File: config.mk
export PLATFORM = sky130hd
export DESIGN_NAME = interrupt_pending_clear_post
export DESIGN_NICKNAME = d
export VERILOG_FILES = /design/src/inc/irq_pend_pkg.sv /design/src/inc/pend_ctl_if.sv /design/src/verilog/pend_bits.sv /design/src/verilog/interrupt_pending_clear_post.sv
export SDC_FILE = /design/constraint.sdc
export NUM_CORES = 1
export LEC_CHECK = 0
export ABC_AREA = 1
export ABC_CLOCK_PERIOD_IN_PS = 2620
export BUFFER_PORTS_ARGS = -buffer_cell sky130_fd_sc_hd__buf_4
export CAP_MARGIN = 10
export CORE_MARGIN = 2
export CORE_UTILIZATION = 40
export CTS_BUF_LIST = sky130_fd_sc_hd__clkbuf_8
export CTS_CLUSTER_DIAMETER = 50
export CTS_CLUSTER_SIZE = 12
export DETAILED_ROUTE_END_ITERATION = 8
export GPL_TIMING_DRIVEN = 0
export PLACE_DENSITY = 0.64
export SLEW_MARGIN = 0
export SYNTH_ARGS = -nofsm -noshare
export SYNTH_HDL_FRONTEND = slang
export SYNTH_HIERARCHICAL = 1
export SYNTH_SLANG_ARGS = --single-unit
File: constraint.sdc
create_clock -name aclk -period 2.62 [get_ports aclk]
set_clock_uncertainty 0.15 [all_clocks]
set_input_delay 0.262 -clock aclk [delete_from_list [all_inputs] [get_ports aclk]]
set_output_delay 0.262 -clock aclk [all_outputs]
set_load 0.01 [all_outputs]
File: src/inc/irq_pend_pkg.sv
// constants for the interrupt pending register block
// assumes a 32-bit AXI4-Lite register port and eight interrupt sources
package irq_pend_pkg;

    // ========================================================================
    // register indices (byte address is four times the index)
    localparam logic [9:0] pend_index   = 10'h0da;
    localparam logic [9:0] status_index = 10'h0dc;
    localparam logic [9:0] mask_index   = 10'h0dd;

    // ========================================================================
    // widths and reset values
    localparam int         src_count    = 8;
    localparam logic [7:0] pend_reset   = 8'h00;
    localparam logic [7:0] status_reset = 8'h00;
    localparam logic [7:0] mask_reset   = 8'h00;

    // ========================================================================
    // source bit positions
    localparam int bit_voltage_monitor = 0;
    localparam int bit_analog          = 1;
    localparam int bit_touch_sense     = 2;
    localparam int bit_first_timer     = 3;
    localparam int bit_gpio            = 4;
    localparam int bit_spi             = 5;
    localparam int bit_sleep_timer     = 6;
    localparam int bit_i2c             = 7;

    // ========================================================================
    // bus answers
    localparam logic [1:0] resp_okay   = 2'h0;
    localparam logic [1:0] resp_decerr = 2'h3;

endpackage

File: src/inc/pend_ctl_if.sv
// signals between the bus front end and the pending bit array
// assumes both ends run on the same clock
`timescale 1ns/1ps
interface pend_ctl_if;
    logic       wr_strobe;
    logic [7:0] wr_data;
    logic       sw_enable;
    logic [7:0] hw_request;
    logic [7:0] pending;
    logic [7:0] post_event;

    modport front (output wr_strobe, output wr_data, output sw_enable,
                   output hw_request, input pending, input post_event);
    modport bits  (input wr_strobe, input wr_data, input sw_enable,
                   input hw_request, output pending, output post_event);
endinterface

File: src/verilog/pend_bits.sv
// eight posted-interrupt bits with hardware post, software post and clear
// assumes write strobe is a one-cycle pulse on aclk
`timescale 1ns/1ps
module pend_bits
(
    // clock and reset
    input  wire logic aclk,
    input  wire logic aresetn,
    input  wire logic ce,
    // control
    pend_ctl_if.bits  ctl
);

    // ========================================================================
    // per-source bit
    genvar g;
    generate
        for (g = 0; g < irq_pend_pkg::src_count; g++)
        begin : g_bit
            logic set_bit;
            logic clr_bit;
            // software post only with enable and a one
            assign set_bit = ctl.hw_request[g]
                             | (ctl.wr_strobe & ctl.sw_enable & ctl.wr_data[g]); // RULE4
            // clear only without enable and with a zero
            assign clr_bit = ctl.wr_strobe & ~ctl.sw_enable & ~ctl.wr_data[g]; // RULE2

            always_ff @(posedge aclk)
            begin
                if (!aresetn)
                begin
                    ctl.pending[g] <= irq_pend_pkg::pend_reset[g];
                end
                else if (ce)
                begin
                    // set wins over a clear in the same cycle
                    if (set_bit)
                    begin
                        ctl.pending[g] <= 1'b1;
                    end
                    else if (clr_bit)
                    begin
                        ctl.pending[g] <= 1'b0; // RULE3
                    end
                end
            end

            always_ff @(posedge aclk)
            begin
                if (!aresetn)
                begin
                    ctl.post_event[g] <= 1'b0;
                end
                else if (ce)
                begin
                    ctl.post_event[g] <= set_bit & ~ctl.pending[g];
                end
            end
        end
    endgenerate

endmodule // pend_bits

File: src/verilog/interrupt_pending_clear_post.sv
// AXI4-Lite front end of the interrupt pending register
// assumes source requests and the software enable come from aclk logic
//
// Functional notes
// RULE1 - reading the pending register shows a one for each posted source
// RULE2 - with software interrupts off, writing zero clears that source's posted interrupt
// RULE3 - clearing a bit with nothing posted changes no interrupt state
// RULE4 - with software interrupts on, writing one posts that source's interrupt
// RULE5 - write one with enable off, or zero with enable on, does nothing
// RULE6 - bits 7..0: i2c, sleep timer, spi, gpio, timer 0, touch, analog, monitor
// RULE7 - software interrupt enable is one input choosing clear or post writes
`timescale 1ns/1ps
module interrupt_pending_clear_post
(
    // clock, reset, enable
    input  wire logic        aclk,
    input  wire logic        aresetn,
    input  wire logic        ce,
    // write address channel
    input  wire logic [31:0] awaddr,
    input  wire logic [2:0]  awprot,
    input  wire logic        awvalid,
    output      logic        awready,
    // write data channel
    input  wire logic [31:0] wdata,
    input  wire logic [3:0]  wstrb,
    input  wire logic        wvalid,
    output      logic        wready,
    // write response channel
    output      logic [1:0]  bresp,
    output      logic        bvalid,
    input  wire logic        bready,
    // read address channel
    input  wire logic [31:0] araddr,
    input  wire logic [2:0]  arprot,
    input  wire logic        arvalid,
    output      logic        arready,
    // read data channel
    output      logic [31:0] rdata,
    output      logic [1:0]  rresp,
    output      logic        rvalid,
    input  wire logic        rready,
    // interrupt sources and control
    input  wire logic        i2c_request,
    input  wire logic        sleep_timer_request,
    input  wire logic        spi_request,
    input  wire logic        gpio_request,
    input  wire logic        first_timer_source,
    input  wire logic        touch_sense_request,
    input  wire logic        analog_request,
    input  wire logic        voltage_monitor_request,
    input  wire logic        sw_interrupt_enable,
    // outputs
    output      logic [7:0]  pending_irq,
    output      logic        irq
);

    // ========================================================================
    // address decode
    function automatic logic [9:0] reg_index(input logic [31:0] addr);
        reg_index = addr[11:2];
    endfunction

    function automatic logic is_mapped(input logic [31:0] addr);
        logic [9:0] idx;
        idx = reg_index(addr);
        if (addr[31:12] != 20'h00000)
            is_mapped = 1'b0;
        else if (idx == irq_pend_pkg::pend_index)
            is_mapped = 1'b1;
        else if (idx == irq_pend_pkg::status_index)
            is_mapped = 1'b1;
        else if (idx == irq_pend_pkg::mask_index)
            is_mapped = 1'b1;
        else
            is_mapped = 1'b0;
    endfunction

    // ========================================================================
    // state
    pend_ctl_if  ctl ();
    logic [31:0] aw_addr;
    logic        aw_full;
    logic [7:0]  w_byte;
    logic        w_lane0;
    logic        w_full;
    logic        do_write;
    logic        wr_ok;
    logic [7:0]  status;
    logic [7:0]  mask;

    assign do_write = aw_full & w_full & ~bvalid;
    assign wr_ok    = do_write & is_mapped(aw_addr) & w_lane0;

    // ========================================================================
    // write channels
    always_ff @(posedge aclk)
    begin
        if (!aresetn)
        begin
            awready <= 1'b0;
            aw_full <= 1'b0;
            aw_addr <= 32'h00000000;
        end
        else if (ce)
        begin
            if (awready && awvalid)
            begin
                awready <= 1'b0;
                aw_full <= 1'b1;
                aw_addr <= awaddr;
            end
            else if (do_write)
            begin
                aw_full <= 1'b0;
            end
            else if (!aw_full && !bvalid)
            begin
                awready <= 1'b1;
            end
        end
    end

    always_ff @(posedge aclk)
    begin
        if (!aresetn)
        begin
            wready  <= 1'b0;
            w_full  <= 1'b0;
            w_byte  <= 8'h00;
            w_lane0 <= 1'b0;
        end
        else if (ce)
        begin
            if (wready && wvalid)
            begin
                wready  <= 1'b0;
                w_full  <= 1'b1;
                w_byte  <= wdata[7:0];
                w_lane0 <= wstrb[0];
            end
            else if (do_write)
            begin
                w_full <= 1'b0;
            end
            else if (!w_full && !bvalid)
            begin
                wready <= 1'b1;
            end
        end
    end

    always_ff @(posedge aclk)
    begin
        if (!aresetn)
        begin
            bvalid <= 1'b0;
            bresp  <= irq_pend_pkg::resp_okay;
        end
        else if (ce)
        begin
            if (do_write)
            begin
                bvalid <= 1'b1;
                bresp  <= is_mapped(aw_addr) ? irq_pend_pkg::resp_okay
                                             : irq_pend_pkg::resp_decerr;
            end
            else if (bvalid && bready)
            begin
                bvalid <= 1'b0;
            end
        end
    end

    // ========================================================================
    // read channels
    always_ff @(posedge aclk)
    begin
        if (!aresetn)
        begin
            arready <= 1'b0;
            rvalid  <= 1'b0;
            rdata   <= 32'h00000000;
            rresp   <= irq_pend_pkg::resp_okay;
        end
        else if (ce)
        begin
            if (arready && arvalid)
            begin
                arready <= 1'b0;
                rvalid  <= 1'b1;
                rresp   <= is_mapped(araddr) ? irq_pend_pkg::resp_okay
                                             : irq_pend_pkg::resp_decerr;
                if (!is_mapped(araddr))
                    rdata <= 32'h00000000;
                else if (reg_index(araddr) == irq_pend_pkg::pend_index)
                    rdata <= {24'h000000, ctl.pending}; // RULE1
                else if (reg_index(araddr) == irq_pend_pkg::status_index)
                    rdata <= {24'h000000, status};
                else
                    rdata <= {24'h000000, mask};
            end
            else if (rvalid && rready)
            begin
                rvalid <= 1'b0;
            end
            else if (!rvalid)
            begin
                arready <= 1'b1;
            end
        end
    end

    // ========================================================================
    // pending bit array
    assign ctl.wr_strobe  = wr_ok & (reg_index(aw_addr) == irq_pend_pkg::pend_index);
    assign ctl.wr_data    = w_byte;
    assign ctl.sw_enable  = sw_interrupt_enable; // RULE5 RULE7
    assign ctl.hw_request = {i2c_request, sleep_timer_request, spi_request, gpio_request,
                             first_timer_source, touch_sense_request, analog_request,
                             voltage_monitor_request}; // RULE6

    pend_bits u_bits
    (
        .aclk    (aclk),
        .aresetn (aresetn),
        .ce      (ce),
        .ctl     (ctl.bits)
    );

    assign pending_irq = ctl.pending;

    // ========================================================================
    // interrupt status, mask and output
    always_ff @(posedge aclk)
    begin
        if (!aresetn)
        begin
            status <= irq_pend_pkg::status_reset;
        end
        else if (ce)
        begin
            // new posts win over a write-one clear
            if (wr_ok && reg_index(aw_addr) == irq_pend_pkg::status_index)
                status <= (status & ~w_byte) | ctl.post_event;
            else
                status <= status | ctl.post_event;
        end
    end

    always_ff @(posedge aclk)
    begin
        if (!aresetn)
        begin
            mask <= irq_pend_pkg::mask_reset;
        end
        else if (ce && wr_ok && reg_index(aw_addr) == irq_pend_pkg::mask_index)
        begin
            mask <= w_byte;
        end
    end

    always_ff @(posedge aclk)
    begin
        if (!aresetn)
        begin
            irq <= 1'b0;
        end
        else if (ce)
        begin
            irq <= |(status & mask);
        end
    end

endmodule // interrupt_pending_clear_post

Word level (Yosys, flattened, before mapping)

Index checks and enable logic that the tools add are counted.

Register bits: 117
Input bits: 123
Output and inout port bits: 50
Word-level logic and storage cells: 205

Equality and inequality tests: 10
Muxes and demuxes: 52
Bitwise operators: 62
Reductions and logical operators: 49

Operators with widths:

| operator            | number |
|---|---|
| $eq 10x8->1 const B | 6 |
| $mux 1              | 46 |
| $reduce_bool 20->1  | 2 |
| $mux 8              | 4 |
| $reduce_and 2->1    | 16 |
| $and 1x1->1         | 31 |
| $reduce_bool 2->1   | 14 |
| $not 1->1           | 18 |
| $and 8x8->8         | 2 |
| $or 8x8->8          | 2 |
| $logic_and 1x1->1   | 10 |
| $reduce_and 3->1    | 3 |
| $not 8->8           | 1 |
| $or 1x1->1          | 8 |
| $reduce_or 8->1     | 1 |
| $ne 2x1->1 const B  | 3 |
| $mux 2              | 2 |
| $logic_not 1->1     | 3 |
| $ne 2x2->1 const B  | 1 |

Logic depth before layout (Yosys ltp)

Depth in word-level cells: 13
Depth in mapped cells: 14
Depth with buffers taken out: 12

Modules after synthesis

The synthesis kept the hierarchy.

Modules (own cells, without submodules):

| module                       | instances | cells an instance | area each (µm²) |
|---|---|---|---|
| interrupt_pending_clear_post | 1         | 499               | 3462.1 |
| pend_bits                    | 1         | 122               | 822.0 |

Worst setup path after synthesis

OpenSTA, ideal clock, no wires.

Path type: reg2reg
Start: register aw_addr[10]
End: register u_bits.ctl.pending[0]
Data arrival time: 1.602 ns
Slack: 0.749 ns
Cell stages (with the launch flop): 14
Period minus slack after synthesis: 1.871 ns
Cell sequence: dfxtp_1 -> nor2_1 -> nand3_1 -> nor2_1 -> nor2_1 -> nor2_2 -> buf_2 -> and3_1 -> buf_4 -> inv_1 -> nor2_4 -> nand2_1 -> nand2_1 -> a21oi_2

Cells in the longest elaborated chain, start to end: 13

Ends and longest elaborated chain:

| item                               | RTL line                            | RTL |
|---|---|---|
| start, declared                    | interrupt_pending_clear_post.sv:82  | `logic [31:0] aw_addr;` |
| start signal, assigned             | interrupt_pending_clear_post.sv:111 | `aw_addr <= awaddr;` |
| $eq 10x8->1                        | interrupt_pending_clear_post.sv:73  | `else if (idx == irq_pend_pkg::mask_index)` |
| $mux 1                             | interrupt_pending_clear_post.sv:73  |  |
| $mux 1                             | interrupt_pending_clear_post.sv:71  | `else if (idx == irq_pend_pkg::status_index)` |
| $mux 1                             | interrupt_pending_clear_post.sv:69  | `else if (idx == irq_pend_pkg::pend_index)` |
| $mux 1                             | interrupt_pending_clear_post.sv:67  | `if (addr[31:12] != 20'h00000)` |
| $and 1x1->1 (2 in series)          | interrupt_pending_clear_post.sv:93  | `assign wr_ok = do_write & is_mapped(aw_addr) & w_lane0;` |
| $and 1x1->1 (*)                    | interrupt_pending_clear_post.sv:216 | `assign ctl.wr_strobe = wr_ok & (reg_index(aw_addr) == irq_pend_pkg::pend_index);` |
| net ctl.wr_strobe                  | pend_ctl_if.sv:5                    | `logic wr_strobe;` |
| $and 1x1->1 (2 in series)          | pend_bits.sv:24                     | `\| (ctl.wr_strobe & ctl.sw_enable & ctl.wr_data[g]);` |
| $or 1x1->1                         | pend_bits.sv:24                     |  |
| $reduce_bool 2->1 (no source line) | n/a                                 |  |
| $reduce_and 2->1 (no source line)  | n/a                                 |  |
| end signal, assigned by index      | pend_bits.sv:32                     | `ctl.pending[g] <= irq_pend_pkg::pend_reset[g];` |
| end, declared                      | pend_ctl_if.sv:15                   | `input hw_request, output pending, output post_event);` |

Mark *: on every way through the listed nets, which the timed path passes. The rest lies on a longest branch.
A chain may end at the register's enable or synchronous reset.

Worst setup path after layout

Start: register aw_addr[10]
End: register u_bits.ctl.pending[7]

Same word-level chain as after synthesis.

==> results.txt <==
----------------------------------------------------
[CTS]
  Clock-pin slew on the worst setup and hold paths ... 0.10 ns
  Post-CTS sizing ... 0
  Cts bufs inserted ... 9
  Deepest level of the CTS H-tree ... 3
  Postcts setup bufs ... 0
  TritonCTS sink count ... 89
  TritonCTS clock tree ... built
  Hold-fix buffers at CTS ... 14
  Clock latency at the later pin of the worst-skew pair ... 0.36 ns
  Clock buffer depth ... 2
  Library cell used as clock root buffer ... clkbuf_8

[STA]
  Fin crit share ... 90.2%
  Final critical-path setup slack ... 0.258 ns
  Setup violations, final ... 0
  Total negative setup slack ... 0 ns
  Endpoints failing hold ... 0
  Highest clock frequency the design can meet ... 0.423 GHz
  Fin. max-slew vios ... 0
  Final critical delay including setup and external delays ... 2.36 ns
  Unrepaired setup endpoints after global routing ... no
  Transition time at the pin with the least slew margin ... 0.900 ns
  Slew margin rel. ... 39.5%

[Final layout]
  Count of filler cells inserted in the layout ... 1057
  Layout Area Growth over Synthesis ... 33.8%
  Nets ... 902
  Diode count ... 0
  Ratio of cells with drive above 1 in the final layout ... 23.1%

[Power]
  Tot Pwr ... 2.90 mW
  Reg power frac ... 49.8%
  Relative contribution of the clock network to total power ... 36.9%
  Power density over cell area ... 506 nW/µm²
  Total net switching power ... 752 µW
  Net switching fraction of the power ... 25.9%
  Worst IR drop on VDD ... 0.000244 V
  Internal power summed over all cells ... 2.15 mW
  Share of total power in combinational logic ... 13.3%
  Leakage ... 2.64 nW

[Routing]
  WL met2 ... 5550 µm
  Iteration count of the initial detailed-routing pass ... 5
  Total number of vias ... 4342
  Sum of routed wire length over all layers ... 11900 µm
  Number of nets with antenna violations after detailed routing ... 0
  DR WL met3 ... 790 µm
  Remaining design rule violation count ... 0
  Met1 wire length ... 5400 µm
  Detailed router's first-iteration violation count ... 211
  Avg WL per Cell ... 12.9 µm
  Top Metal Used ... met4
  DR vias/cell ... 4.72

[Worst setup path]
  Category of the worst setup path capture point ... register
  Critical-path maximum fanout ... 10
  Required time reported for the critical path endpoint ... 2.71 ns
  Delay of the slowest critical-path stage ... 0.32 ns
  Type of the worst setup path ... register to register
  Type of origin of the critical path ... register
  Slowest stage cell, crit path ... dfxtp_1
  Data arrival time of the worst path ... 2.45 ns
  Worst path most repeated cell ... nor2_1
  Worst-path cell chain ... nor2_1 -> nand3_1 -> nor2_1 -> nor2_1 -> nor2_2 -> buf_2 -> and3_1 -> buf_4 -> inv_1 -> nor2_4 -> nand2_1 -> nand2_1 -> a21oi_1

[Die]
  Starting Density ... 41.3%
  Overall die area ... 11600 µm²
  Number of top-level design ports ... 173
  Horiz. Die Dim ... 107 µm
  Die height ... 107 µm
  Area of the core ... 10400 µm²
  Number of standard-cell rows in the floorplan ... 37

[Logic synthesis]
  Warning count from the yosys run ... 6
  Synth cell types ... 33
  Post-synth design cell area ... 4280 µm²
  Fraction of the yosys area taken by sequential cells ... 41.6%
  Post-Syn Instances ... 621
  #FFs+latches synth ... 89
  Per-instance average area after synthesis ... 6.90 µm²

[Placement]
  Final HPWL DP ... 9050 µm
  Pre-CTS WS ... 0.338 ns
  Routability-driven placement congestion ratio ... 0.860
  Count of input and output buffers ... 109

[Global routing]
  Final global-route overflow total ... 0
  Pin count of the biggest net entering global routing ... 17
  Via count of the first global-routing pass ... 3900
  First-pass GRT wire length ... 18700 µm
  GR Util All Layers ... 20.6%
  Number of antenna violations at the first check in global routing ... 0

[Run]
  Number of max-cap violations ... 0

[Outcome]
  Status ... completed

[Hold path]
  Tightest Hold Check Type ... input port to register

----------------------------------------------------
[worst max-delay path: cells and delay by family, from the launching register on]
| kind | cells | cell delay [ns] |
|---|---|---|
| simple gates | 9 | 1.20 |
| buf+inv | 3 | 0.50 |
| flops | 1 | 0.32 |
| compound gates | 1 | 0.06 |
[cells in the mapped netlist]
cell type  instances  area share, %
inv_8              1           0.26
o211ai_1           1           0.18
nor2_1            55            4.8
a31oi_1            1           0.15
conb_1             1          0.088
nor3_2             1           0.23
buf_6              2           0.53
buf_2              4           0.47
and3_1             2           0.29
clkinv_1           2           0.18
o211a_1            1           0.23
a221oi_1           1           0.20
inv_2              2           0.18
nor2_8             1           0.47
nor4_1             2           0.29
a22o_1             1           0.20
clkbuf_1          17            1.5
buf_12             1           0.47
nand3_2            3           0.70
nor3_4             1           0.38
inv_1             66            5.8
buf_4             30            5.3
nor3_1             2           0.23
dfxtp_1           89             42
a21oi_2            2           0.41
o21ai_0           21            2.5
a21oi_1           75            8.8
nand4_1           18            2.6
nand3b_1           1           0.18
nor2_4             2           0.53
nand2_1          168             15
nor2_2             6           0.88
nand3_1           41            4.8
[layer usage]
| layer | global-route usage (%) | vias up |
|---|---|---|
| met1 | 26.9 | 1943 |
| met4 | 5.59 | 0 |
| met5 | 0 | - |
| li1 | - | 2254 |
| met3 | 4.06 | 10 |
| met2 | 34.5 | 135 |
[flip-flops by register name, summed over array words and instances, names as in the netlist]
name and cells:
aw_addr 30, ctl.wr_data 8, mask 8, rdata 8, status 8, u_bits/ctl.pending 8
u_bits/ctl.post_event 8, arready 1, aw_full 1, awready 1, bresp 1, bvalid 1
irq 1, rresp 1, rvalid 1, w_full 1, w_lane0 1, wready 1
[power by group through the flow]
stage	registers [mW]	logic, mW	clock network [mW]
floorplan	1.47	0.195	0
global placement	1.47	0.362	0
detailed placement	1.47	0.368	0
CTS	1.44	0.385	1.09
global route	1.45	0.427	1.15
finish	1.44	0.387	1.07
[cell usage in the layout (no fill, tap or decap), drive strengths merged]
cell	count
bufinv	2
o21ai	21
a221oi	1
conb	24
and3	2
a21oi	77
buf	146
inv	72
nand2	168
nand3b	1
nor2	64
a31oi	1
dlygate4sd3	15
nor3	4
clkbuf	26
clkinvlp	1
o211a	1
dfxtp	89
nor4	2
nand4	18
o211ai	1
a22o	1
nand3	44
clkinv	3
[per-stage QoR]
| step | area (µm²) | hold slack, ns | util (%) | instances |
|---|---|---|---|---|
| after global placement | 5360 | 0.293 | 51.7 | 889 |
| after CTS | 5720 | 0.00118 | 55.2 | 919 |
| after floorplan | 4370 | 0.250 | - | 644 |
| after global routing | 5730 | 0.00298 | 55.3 | 920 |
| final | 5730 | 0.00666 | 55.3 | 920 |
| after detailed placement | 5360 | 0.303 | 51.7 | 889 |
[layout make-up]
| class | instances | area [µm²] | area share [%] |
|---|---|---|---|
| multi-input combinational | 430 | 1960 | 34.3 |
| sequential | 89 | 1780 | 31.1 |
| inverter | 71 | 274 | 4.78 |
| clock inverter | 7 | 98.8 | 1.72 |
| tap | 136 | 170 | 2.97 |
| buffer | 54 | 352 | 6.13 |
| clock buffer | 9 | 124 | 2.16 |
| timing repair buffer | 124 | 968 | 16.9 |
[kinds of logic (layout without fill, tap and decap cells)]
family / Yosys count / after routing / synth area share (%)
buffers and inverters: 125 / 265 / 14.6
flip-flops: 89 / 89 / 41.6
other: 1 / 24 / 0.0875
AO/OA/AOI/OAI: 103 / 103 / 12.6
AND/OR/NAND/NOR: 303 / 303 / 31.1
[worst paths after layout]
kind / slack, ns / start / endpoint / cells past startpoint
hold reg to reg: 0.30 / u_bits/ctl.post_event[5] / status[5] / 2
setup reg to reg: 0.26 / aw_addr[10] / u_bits/ctl.pending[7] / 13
hold / removal: 0.007 / bready / bvalid / 4
setup / recovery: 0.26 / aw_addr[10] / u_bits/ctl.pending[7] / 13
No activity file was read; power rests on OpenSTA's default activity.
